===== src/laser_pwm_pkg.sv =====
// Shared constants and types for the laser pulse-width command conditioner.
// Assumes a single 25 MHz system clock; all times are converted here.
package laser_pwm_pkg;

    // System clock
    localparam int CLK_HZ = 25_000_000;
    localparam int CLK_PERIOD_NS = 1_000_000_000 / CLK_HZ;

    // Tickle measurement window, 200 us
    localparam int WINDOW_US = 200;
    localparam int WINDOW_CYC = WINDOW_US * (CLK_HZ / 1_000_000);

    // Tickle pulse length, inside the 2 to 6 us band; least time rounds up
    localparam int TICKLE_NS = 4000;
    localparam int TICKLE_CYC = (TICKLE_NS + CLK_PERIOD_NS - 1) / CLK_PERIOD_NS;

    // Preset tickle value: command on-time per window that makes tickle moot
    localparam int TICKLE_PRESET_NS = 4000;
    localparam int TICKLE_PRESET_CYC =
        (TICKLE_PRESET_NS + CLK_PERIOD_NS - 1) / CLK_PERIOD_NS;

    // Longest legal command pulse, 600 us
    localparam int MAX_PULSE_US = 600;
    localparam int MAX_PULSE_CYC = MAX_PULSE_US * (CLK_HZ / 1_000_000);

    // Duty ceiling 37.5 % = 3/8: an on cycle costs 5 credits, off earns 3
    localparam int DUTY_NUM = 3;
    localparam int DUTY_DEN = 8;
    localparam int ON_COST = DUTY_DEN - DUTY_NUM;
    localparam int OFF_GAIN = DUTY_NUM;
    localparam int CREDIT_CAP = ON_COST * MAX_PULSE_CYC;

    // Enable countdown after hold release, five seconds
    localparam int ENABLE_DELAY_MS = 5000;
    localparam int ENABLE_DELAY_CYC = ENABLE_DELAY_MS * (CLK_HZ / 1000);

    // Bit positions of the synchronised input vector
    localparam int IN_CMD = 0;
    localparam int IN_HOLD = 1;
    localparam int IN_INTLK = 2;
    localparam int IN_PERMIT = 3;
    localparam int IN_FAULT = 4;
    localparam int IN_COUNT = 5;

    // Emission enable sequence
    typedef enum logic [1:0] {
        EN_OFF,
        EN_COUNT,
        EN_ON
    } en_state_t;

endpackage


===== src/laser_pwm_command_conditioner.sv =====
// Conditions the pulse-width command that gates the RF drive of the laser.
// Assumes pins arrive asynchronously to clk; rst_n is the power-on reset.
`timescale 1ns/1ps
`default_nettype none
// Summary of operation
// - Command high means beam on, low means off; drive follows the level.
// - Above 37.5 % duty, pulses are truncated once the credit is spent, so duty settles at 37.5 %.
// - While truncation is active, the ignition-failure fault output is set.
// - Off-time beyond 200 us inserts an internal tickle pulse.
// - Tickle lasts about 4 us; a command during it merges into one drive.
// - Tickle depends on measured off-time and window on-time, never on command frequency.
// - Remote hold asserted keeps lasing disabled whatever the command does.
// - Hold release lights ready at once, then five seconds before lasing.
// - Lasing allowed only while the safety loop input is asserted.
// - Tickle only if command on-time in the 200 us window is below preset.
// - Missing permit or loop, active hold, or the fault input stops emission.
module laser_pwm_command_conditioner
    import laser_pwm_pkg::*;
#(
    parameter int WINDOW_CYCLES = WINDOW_CYC,
    parameter int ENABLE_CYCLES = ENABLE_DELAY_CYC
) (
    input wire logic clk,
    input wire logic rst_n,
    input wire logic pwm_cmd,
    input wire logic hold_req,
    input wire logic loop_closed,
    input wire logic permit_req,
    input wire logic fault_in,
    output var logic rf_drive,
    output var logic ready,
    output var logic lasing_enabled,
    output var logic ignition_fault
);

    localparam int CD_W = $clog2(ENABLE_CYCLES + 1);
    localparam int WIN_W = $clog2(WINDOW_CYCLES + 1);
    localparam int TKL_W = $clog2(TICKLE_CYC + 1);
    localparam int CR_W = $clog2(CREDIT_CAP + 1);
    localparam logic [CD_W-1:0] CD_LAST = CD_W'(ENABLE_CYCLES - 1);
    localparam logic [WIN_W-1:0] WIN_LAST = WIN_W'(WINDOW_CYCLES - 1);
    localparam logic [WIN_W-1:0] PRESET = WIN_W'(TICKLE_PRESET_CYC);
    localparam logic [TKL_W-1:0] TKL_LEN = TKL_W'(TICKLE_CYC);
    localparam logic [CR_W-1:0] CR_CAP = CR_W'(CREDIT_CAP);
    localparam logic [CR_W-1:0] CR_COST = CR_W'(ON_COST);
    localparam logic [CR_W-1:0] CR_GAIN = CR_W'(OFF_GAIN);

    typedef struct packed {
        en_state_t state;
        logic [CD_W-1:0] cd_cnt;
        logic [WIN_W-1:0] off_cnt;
        logic [WIN_W-1:0] win_cnt;
        logic [WIN_W-1:0] on_acc;
        logic [TKL_W-1:0] tkl_cnt;
        logic [CR_W-1:0] credit;
        logic cmd_prev;
        logic limit;
        logic rf_drive;
        logic ready;
        logic lase_en;
        logic ign_fault;
    } state_t;

    localparam state_t ST_RESET = '{
        state: EN_OFF,
        cd_cnt: '0,
        off_cnt: '0,
        win_cnt: '0,
        on_acc: '0,
        tkl_cnt: '0,
        credit: CR_CAP,
        cmd_prev: 1'h0,
        limit: 1'h0,
        rf_drive: 1'h0,
        ready: 1'h0,
        lase_en: 1'h0,
        ign_fault: 1'h0
    };

    logic [IN_COUNT-1:0] pins;
    logic [IN_COUNT-1:0] lvl;
    state_t st_r;
    state_t st_nxt;
    logic cmd_s;
    logic loop_ok;
    logic lase_ok;
    logic tickle_on;
    logic fire;
    logic cmd_drive;
    logic trunc;

    // Every pin goes through the same synchroniser before use
    assign pins[IN_CMD] = pwm_cmd;
    assign pins[IN_HOLD] = hold_req;
    assign pins[IN_INTLK] = loop_closed;
    assign pins[IN_PERMIT] = permit_req;
    assign pins[IN_FAULT] = fault_in;

    pin_sync #(
        .WIDTH(IN_COUNT)
    ) u_sync (
        .clk(clk),
        .rst_n(rst_n),
        .pin_in(pins),
        .level_out(lvl)
    );

    // Helper terms shared by the next-state logic and the checks
    always_comb begin
        cmd_s = lvl[IN_CMD];
        // Hold and safety loop together decide ready and the countdown
        loop_ok = !lvl[IN_HOLD] && lvl[IN_INTLK];
        // Emission needs the count done, permit present and no fault
        lase_ok = (st_r.state == EN_ON) && loop_ok && lvl[IN_PERMIT]
            && !lvl[IN_FAULT];
        tickle_on = (st_r.tkl_cnt != '0);
        // Credit check makes the 3/8 ceiling hold once a pulse train drains the credit
        cmd_drive = cmd_s && (st_r.credit >= CR_COST);
        trunc = cmd_s && lase_ok && !cmd_drive;
        // Off-time alone triggers, qualified by window on-time
        fire = (st_r.off_cnt == WIN_LAST) && (st_r.on_acc < PRESET)
            && !tickle_on;
    end

    // Next state of the whole block
    always_comb begin
        st_nxt = st_r;
        st_nxt.cmd_prev = cmd_s;

        // Enable sequence; any loss of hold or loop restarts it
        case (st_r.state)
            EN_OFF: begin
                st_nxt.cd_cnt = '0;
                if (loop_ok) begin
                    st_nxt.state = EN_COUNT;
                end
            end
            EN_COUNT: begin
                if (!loop_ok) begin
                    st_nxt.state = EN_OFF;
                    st_nxt.cd_cnt = '0;
                end else if (st_r.cd_cnt == CD_LAST) begin
                    st_nxt.state = EN_ON;
                end else begin
                    st_nxt.cd_cnt = st_r.cd_cnt + 1'h1;
                end
            end
            EN_ON: begin
                if (!loop_ok) begin
                    st_nxt.state = EN_OFF;
                end
            end
            default: begin
                st_nxt.state = EN_OFF;
            end
        endcase

        // Off-time since the last command cycle, saturating at the window
        if (cmd_s || fire) begin
            st_nxt.off_cnt = '0;
        end else if (st_r.off_cnt != WIN_LAST) begin
            st_nxt.off_cnt = st_r.off_cnt + 1'h1;
        end

        // Free-running window with command on-time; tickle not counted
        if (st_r.win_cnt == WIN_LAST) begin
            st_nxt.win_cnt = '0;
            st_nxt.on_acc = '0;
        end else begin
            st_nxt.win_cnt = st_r.win_cnt + 1'h1;
            if (cmd_drive && lase_ok && st_r.on_acc != WIN_LAST) begin
                st_nxt.on_acc = st_r.on_acc + 1'h1;
            end
        end

        // Tickle runs to its full length even if a command arrives
        if (fire) begin
            st_nxt.tkl_cnt = TKL_LEN;
        end else if (tickle_on) begin
            st_nxt.tkl_cnt = st_r.tkl_cnt - 1'h1;
        end

        // Credit bucket: spend while driving, earn on every other cycle.
        // Truncated cycles earn too, so the ceiling settles at 3/8, not below
        if (cmd_drive && lase_ok) begin
            st_nxt.credit = st_r.credit - CR_COST;
        end else if (st_r.credit > CR_CAP - CR_GAIN) begin
            st_nxt.credit = CR_CAP;
        end else begin
            st_nxt.credit = st_r.credit + CR_GAIN;
        end

        // Limit flag holds for the pulse; set wins over a new rising edge
        if (trunc) begin
            st_nxt.limit = 1'h1;
        end else if (cmd_s && !st_r.cmd_prev) begin
            st_nxt.limit = 1'h0;
        end

        // Registered outputs; tickle ORs into the command drive
        st_nxt.rf_drive = lase_ok && (cmd_drive || tickle_on);
        st_nxt.ready = loop_ok;
        st_nxt.lase_en = lase_ok;
        st_nxt.ign_fault = st_nxt.limit;
    end

    // Single state register for the block
    always_ff @(posedge clk or negedge rst_n) begin
        if (!rst_n) begin
            st_r <= ST_RESET;
        end else begin
            st_r <= st_nxt;
        end
    end

    assign rf_drive = st_r.rf_drive;
    assign ready = st_r.ready;
    assign lasing_enabled = st_r.lase_en;
    assign ignition_fault = st_r.ign_fault;
endmodule
`default_nettype wire


===== src/pin_sync.sv =====
// Three-flop input synchroniser with agreement filter, one lane per bit.
// Assumes asynchronous pin levels; output moves only when stages 2 and 3 agree.
`timescale 1ns/1ps
`default_nettype none
module pin_sync #(
    parameter int WIDTH = 1
) (
    input wire logic clk,
    input wire logic rst_n,
    input wire logic [WIDTH-1:0] pin_in,
    output var logic [WIDTH-1:0] level_out
);

    logic [WIDTH-1:0] meta_r;
    logic [WIDTH-1:0] stage2_r;
    logic [WIDTH-1:0] stage3_r;

    // One identical lane per input; stage 1 feeds stage 2 only
    for (genvar i = 0; i < WIDTH; i++) begin : g_lane
        always_ff @(posedge clk or negedge rst_n) begin
            if (!rst_n) begin
                meta_r[i] <= 1'h0;
                stage2_r[i] <= 1'h0;
                stage3_r[i] <= 1'h0;
                level_out[i] <= 1'h0;
            end else begin
                meta_r[i] <= pin_in[i];
                stage2_r[i] <= meta_r[i];
                stage3_r[i] <= stage2_r[i];
                // A glitch seen by one stage only never reaches the counters
                if (stage2_r[i] == stage3_r[i]) begin
                    level_out[i] <= stage3_r[i];
                end
            end
        end
    end

endmodule
`default_nettype wire


===== config.mk =====
export PLATFORM = sky130hd
export DESIGN_NAME = laser_pwm_command_conditioner
export DESIGN_NICKNAME = d
export VERILOG_FILES = /design/src/laser_pwm_pkg.sv /design/src/laser_pwm_command_conditioner.sv /design/src/pin_sync.sv
export SDC_FILE = /design/constraint.sdc
export NUM_CORES = 1
export LEC_CHECK = 0
export BUFFER_PORTS_ARGS = -buffer_cell sky130_fd_sc_hd__buf_4
export CAP_MARGIN = 40
export CORE_ASPECT_RATIO = 2
export CORE_MARGIN = 2
export CORE_UTILIZATION = 60
export CTS_BUF_LIST = sky130_fd_sc_hd__clkbuf_4
export CTS_CLUSTER_DIAMETER = 40
export DETAILED_ROUTE_END_ITERATION = 10
export HOLD_SLACK_MARGIN = 0.12
export PLACE_DENSITY_LB_ADDON = 0.3
export RECOVER_POWER = 50
export SLEW_MARGIN = 20
export SYNTH_ARGS = -nofsm -noshare
export SYNTH_HDL_FRONTEND = slang
export SYNTH_SLANG_ARGS = --single-unit
export TNS_END_PERCENT = 30

===== constraint.sdc =====
create_clock -name clk -period 3 [get_ports clk]
set_input_delay 0.45 -clock clk [delete_from_list [all_inputs] [get_ports clk]]
set_output_delay 0.45 -clock clk [all_outputs]
set_load 0.02 [all_outputs]

* After elaboration in Yosys (flattened, before gate mapping)
Index checks and enable logic that the tools add are counted.
** Storage, ports and cells
- Register bits :: 117
- Bits of input ports :: 7
- Output and inout port bits :: 4
- Word-level logic and storage cells :: 104
** Operators by class
- Add/sub/neg operators :: 7
- $lt $le $gt $ge :: 3
- Eq/ne operators :: 16
- Multiplexer cells :: 17
- Reductions and logical operators :: 29
** Operator list (number)
- $pmux 27 s2 :: 1
- $add 13x1->13 const B :: 3
- $mux 13 :: 3
- $mux 17 :: 2
- $mux 29 :: 1
- $add 27x1->27 const B :: 1
- $eq 27x27->1 const B :: 1
- $mux 27 :: 1
- $eq 13x13->1 const B :: 2
- $mux 26 :: 1
- $ne 13x13->1 const B :: 2
- $add 17x2->17 const B :: 1
- $ge 17x3->1 const B :: 1
- $gt 17x17->1 const B :: 1
- $sub 17x3->17 const B :: 1
- $mux 7 :: 2
- $logic_and 1x1->1 :: 13
- $lt 13x7->1 const B :: 1
- $reduce_bool 2->1 :: 5
- $reduce_bool 7->1 :: 1
- $sub 7x1->7 const B :: 1
- $mux 2 :: 3
- $ne 3x3->1 const B :: 2
- $pmux 2 s3 :: 1
- other kinds (10) :: 21

* Longest topological paths before layout
- Depth in word-level cells :: 9
- Gate-level depth with buffers :: 9
- Depth with buffers taken out :: 8

* Modules after synthesis
A second synthesis with hierarchy kept.
** Unflattened totals
- Cells, all modules :: 585
- Area total of the unflattened synthesis :: 5796.8 µm²
** Modules (own cells, without submodules)
- laser_pwm_command_conditioner :: instances 1, cells each 560, area an instance 5240.0 µm², sequential area each 2437.3 µm²
- pin_sync :: instances 1, cells each 25, area an instance 556.8 µm², sequential area each 500.5 µm²

* Worst setup path after synthesis
No wires, ideal clock.
- Path type :: register to register
- Start point :: register st_r[9] (netlist bit)
- End point :: register st_r[14] (netlist bit)
- Setup time :: 0.132 ns
- Arrival time :: 1.845 ns
- Required time :: 2.868 ns
- Setup slack :: 1.022 ns
- Cell stages (with the launch flop) :: 9
- Buffers on the path :: 3
- Period minus slack after synthesis :: 1.978 ns
- Cells stage by stage :: dfstp_2 clkbuf_1 inv_1 a311oi_2 a21o_2 buf_4 buf_4 o22a_1 a21oi_2
** RTL lines
- start, declared :: RTL line laser_pwm_command_conditioner.sv:82 : state_t st_r;
- start signal, assigned :: RTL line laser_pwm_command_conditioner.sv:212 : st_r <= st_nxt;

==> run summary <==
Pint - 2.30 mW
Number of global-route vias before repair - 4,859
Layout cells sized above 1 - 11.1%
Worst hold slack - 0.362 ns
Final period util - 88.4%
Number of gates resized after CTS - 0
Core footprint - 9380 sq um
Total grt overflow - 0
Final Critical Period - 2.65 ns
Ys async rst share - 100%
Cell variety after synth - 70
Static leakage - 2.82 nW
Number of synthesized flops with an enable pin - 0
CP endpoint kind - flip-flop
Area added between synthesis and finish - 9.04%
Global-route wire length before repair - 22,800 microns
DRC Markers - 0
Routed WL - 13,200 microns
Max Fclk - 377 MHz
ANT nets after route - 0
Final setup vio count - 0
Worst path top cell family by delay - simple AND/OR/NAND/NOR gates
Port-buffer cells - 10
Slowest-stage cell, CP - dfrtp_1
Syn. warnings - 0
Gr usage total - 28.0%
WP data arrival - 3.09 ns
Sw Ratio - 23.8%
Cell area after synthesis - 5810 sq um
Diodes inserted - 0
Max incr delay on CP - 0.48 ns
Root Driver - clkbuf_4
Ports - 11
Top_reg_cell synth - dfrtp_1
Gate power share - 3.3%
Status - complete, no violations
Die Span X - 73.6 microns
Sequential Power Share - 53.8%
Fill count - 755
Hold Vio Cnt, Final - 0
Mapped Avg Cell Area - 9.87 sq um
Worst-skew pair later-pin latency - 0.52 ns
Clock-pin transition on the worst setup and hold timing paths - 0.12 ns
Worst vdd ir - 323 uV
CTS Buf Count - 17
Clock skew - 0.0192 ns
CP bufs+invs - 0
Critical path class - reg2reg
Synthesized instance count - 589
HP Class - reg2reg
Gpl congestion - 0.975
CTS sink count - 117
Nets@finish - 624
RSZ-0062 raised after global routing - no
Drt first pass iters - 5
Initial Util - 61.9%
Initial DRC Count - 308
Final Max Tran Viols - 0
Row cnt - 50
Bufs on Longest Clock Path - 2
Die area - 10,500 sq um
Post-DP HPWL - 9480 microns
H-Tree Depth - 4
WL/cell - 18.1 microns
Routed via count - 4,700
Slew headroom - 22.2%
Sequential-to-total area share from yosys stat - 50.5%
Switching pwr - 0.718 mW
CP startpoint kind - flip-flop
Die H - 143 microns
# Max-Cap Violations - 0
Worst-path cell chain - nor4_1 > and4_1 > a21o_2 > and2_1 > a22oi_1 > mux2i_1
Initial antenna violation count - 0
Clk pwr share - 42.9%
Fin Setup TNS - 0 ns
Slew @ Worst Pin - 1.17 ns
TritonCTS clock tree - done
Pwr per Cell Area - 477 nW/um^2
Number of synthesized register bits - 117
Vias per cell - 6.46
Worst path required time - 3.44 ns
Crit path max fanout - 22
Syn nets - 603
Largest net degree at the start of global routing - 49
## per-layer routing
layer  vias up  wire, microns  GRT usage, %
met5         -              0             0
met3        38            427          6.85
li1       2187              -             -
met2       137           7470          50.1
met4         0            496          14.1
met1      2338           4790          29.3
## placed cells by master, fill, tap and decap left out, types with 6 or more instances in the layout
cell type and count:
o21ai_0 28, dfstp_2 8, xor2_1 29, nand2_1 43, ha_1 7, dlygate4sd3_1 6, nor2b_1 6, inv_1 12
dfrtp_1 109, nand4_1 18, and3_1 17, nor4_1 11, buf_4 9, nor4b_1 6, xnor2_1 15, nor2_1 67
o22ai_1 6, nor3_1 13, nand3_1 31, and4_1 10, o22a_1 6, clkbuf_4 22, or3_1 10, and2_1 14
a21oi_1 25
## stage by stage
step / cells / setup WS (ns) / utilization, % / total power [mW] / cell area [sq um]
floorplan: 589 / 1.02 / - / 1.69 / 5810
global placement: 689 / 0.577 / 63.5 / 1.75 / 5960
detailed placement: 689 / 0.441 / 63.5 / 1.75 / 5960
CTS: 727 / 0.409 / 67.7 / 3.06 / 6350
global route: 727 / 0.214 / 67.5 / 3.14 / 6340
finish: 727 / 0.349 / 67.5 / 3.02 / 6340
## cell type report
type / count / area, sq um / area share, %
repair buffers: 24 / 184 / 2.90
well taps: 104 / 130 / 2.05
clock inverters: 15 / 205 / 3.24
flip-flops and latches: 117 / 2940 / 46.4
inverters: 12 / 45.0 / 0.711
multi-input cells: 438 / 2710 / 42.7
clock buffers: 17 / 128 / 2.01
## cell usage after synthesis, types with 3 or more instances
cell	instances	area, sq um
nor4_1	11	68.8
o21ai_1	4	20.0
or3_1	10	62.6
and2_1	14	87.6
inv_1	12	45.0
a21oi_1	25	125
a31oi_1	4	25.0
o22a_1	6	52.6
o31ai_1	3	22.5
nor3_1	13	65.1
xnor2_1	15	131
nand4_1	18	113
dfstp_2	8	210
nand3_1	31	155
o31a_1	3	26.3
dfrtp_1	109	2730
nand2_1	43	161
nand2b_1	5	31.3
clkbuf_1	10	37.5
nor2_1	67	251
a211oi_1	3	22.5
or4_1	3	22.5
o221ai_1	3	26.3
buf_2	4	20.0
nor4b_1	6	52.6
xor2_1	29	254
buf_4	5	37.5
nor2b_1	6	37.5
and4_1	10	87.6
and3_1	17	106
o22ai_1	6	37.5
o21ai_0	28	140
ha_1	7	87.6
maj3_1	5	50.1
## state kept, by name (all words and copies together), names as in the netlist
signal            flops
rf_drive              1
ready                 1
ignition_fault        1
u_sync.meta_r         5
u_sync.stage2_r       5
u_sync.stage3_r       5
u_sync.level_out      5
st_r                 93
lasing_enabled        1
## power by group through the flow
stage                     registers (mW)  clock network (mW)  logic [mW]
after floorplan                     1.65                   0      0.0430
after global placement              1.65                   0      0.0923
after detailed placement            1.66                   0      0.0978
after CTS                           1.63                1.33       0.105
after global routing                1.63                1.39       0.114
final                               1.63                1.30      0.0993
## final timing paths
kind,from,endpoint,slack [ns],cells after the start
max,st_r[15],st_r[21],0.35,6
min,u_sync.meta_r[4],u_sync.stage2_r[4],0.36,0
max reg2reg,st_r[15],st_r[21],0.35,6
min reg2reg,u_sync.meta_r[4],u_sync.stage2_r[4],0.36,0
max in group asynchronous,rst_n,st_r[34],0.95,3
min in group asynchronous,rst_n,st_r[28],0.69,2
## worst register-to-register path: stages (launching register included)
cell and delay [ns]:
dfrtp_1 0.48, nor4_1 0.48, and4_1 0.37, a21o_2 0.43
and2_1 0.48, a22oi_1 0.16, mux2i_1 0.17
## repair_timing
action / in CTS / in global routing
hold endpoints to repair: 44 / 0
hold buffers: 6 / 0
setup buffers: 0 / 0
endpoints found under the setup margin: 0 / 0
## logic make-up after synthesis
family                     Yosys count  synth area share (%)
DFF                                117                  50.5
adders and majority gates           12                  2.37
and+or+nand+nor                    268                  24.4
xor gates and xnor gates            44                  6.63
muxes                                2                 0.344
AOI/OAI and AO/OA                  112                  12.8
buffers and inverters               34                  2.86
(Power assumes the default switching activity.)
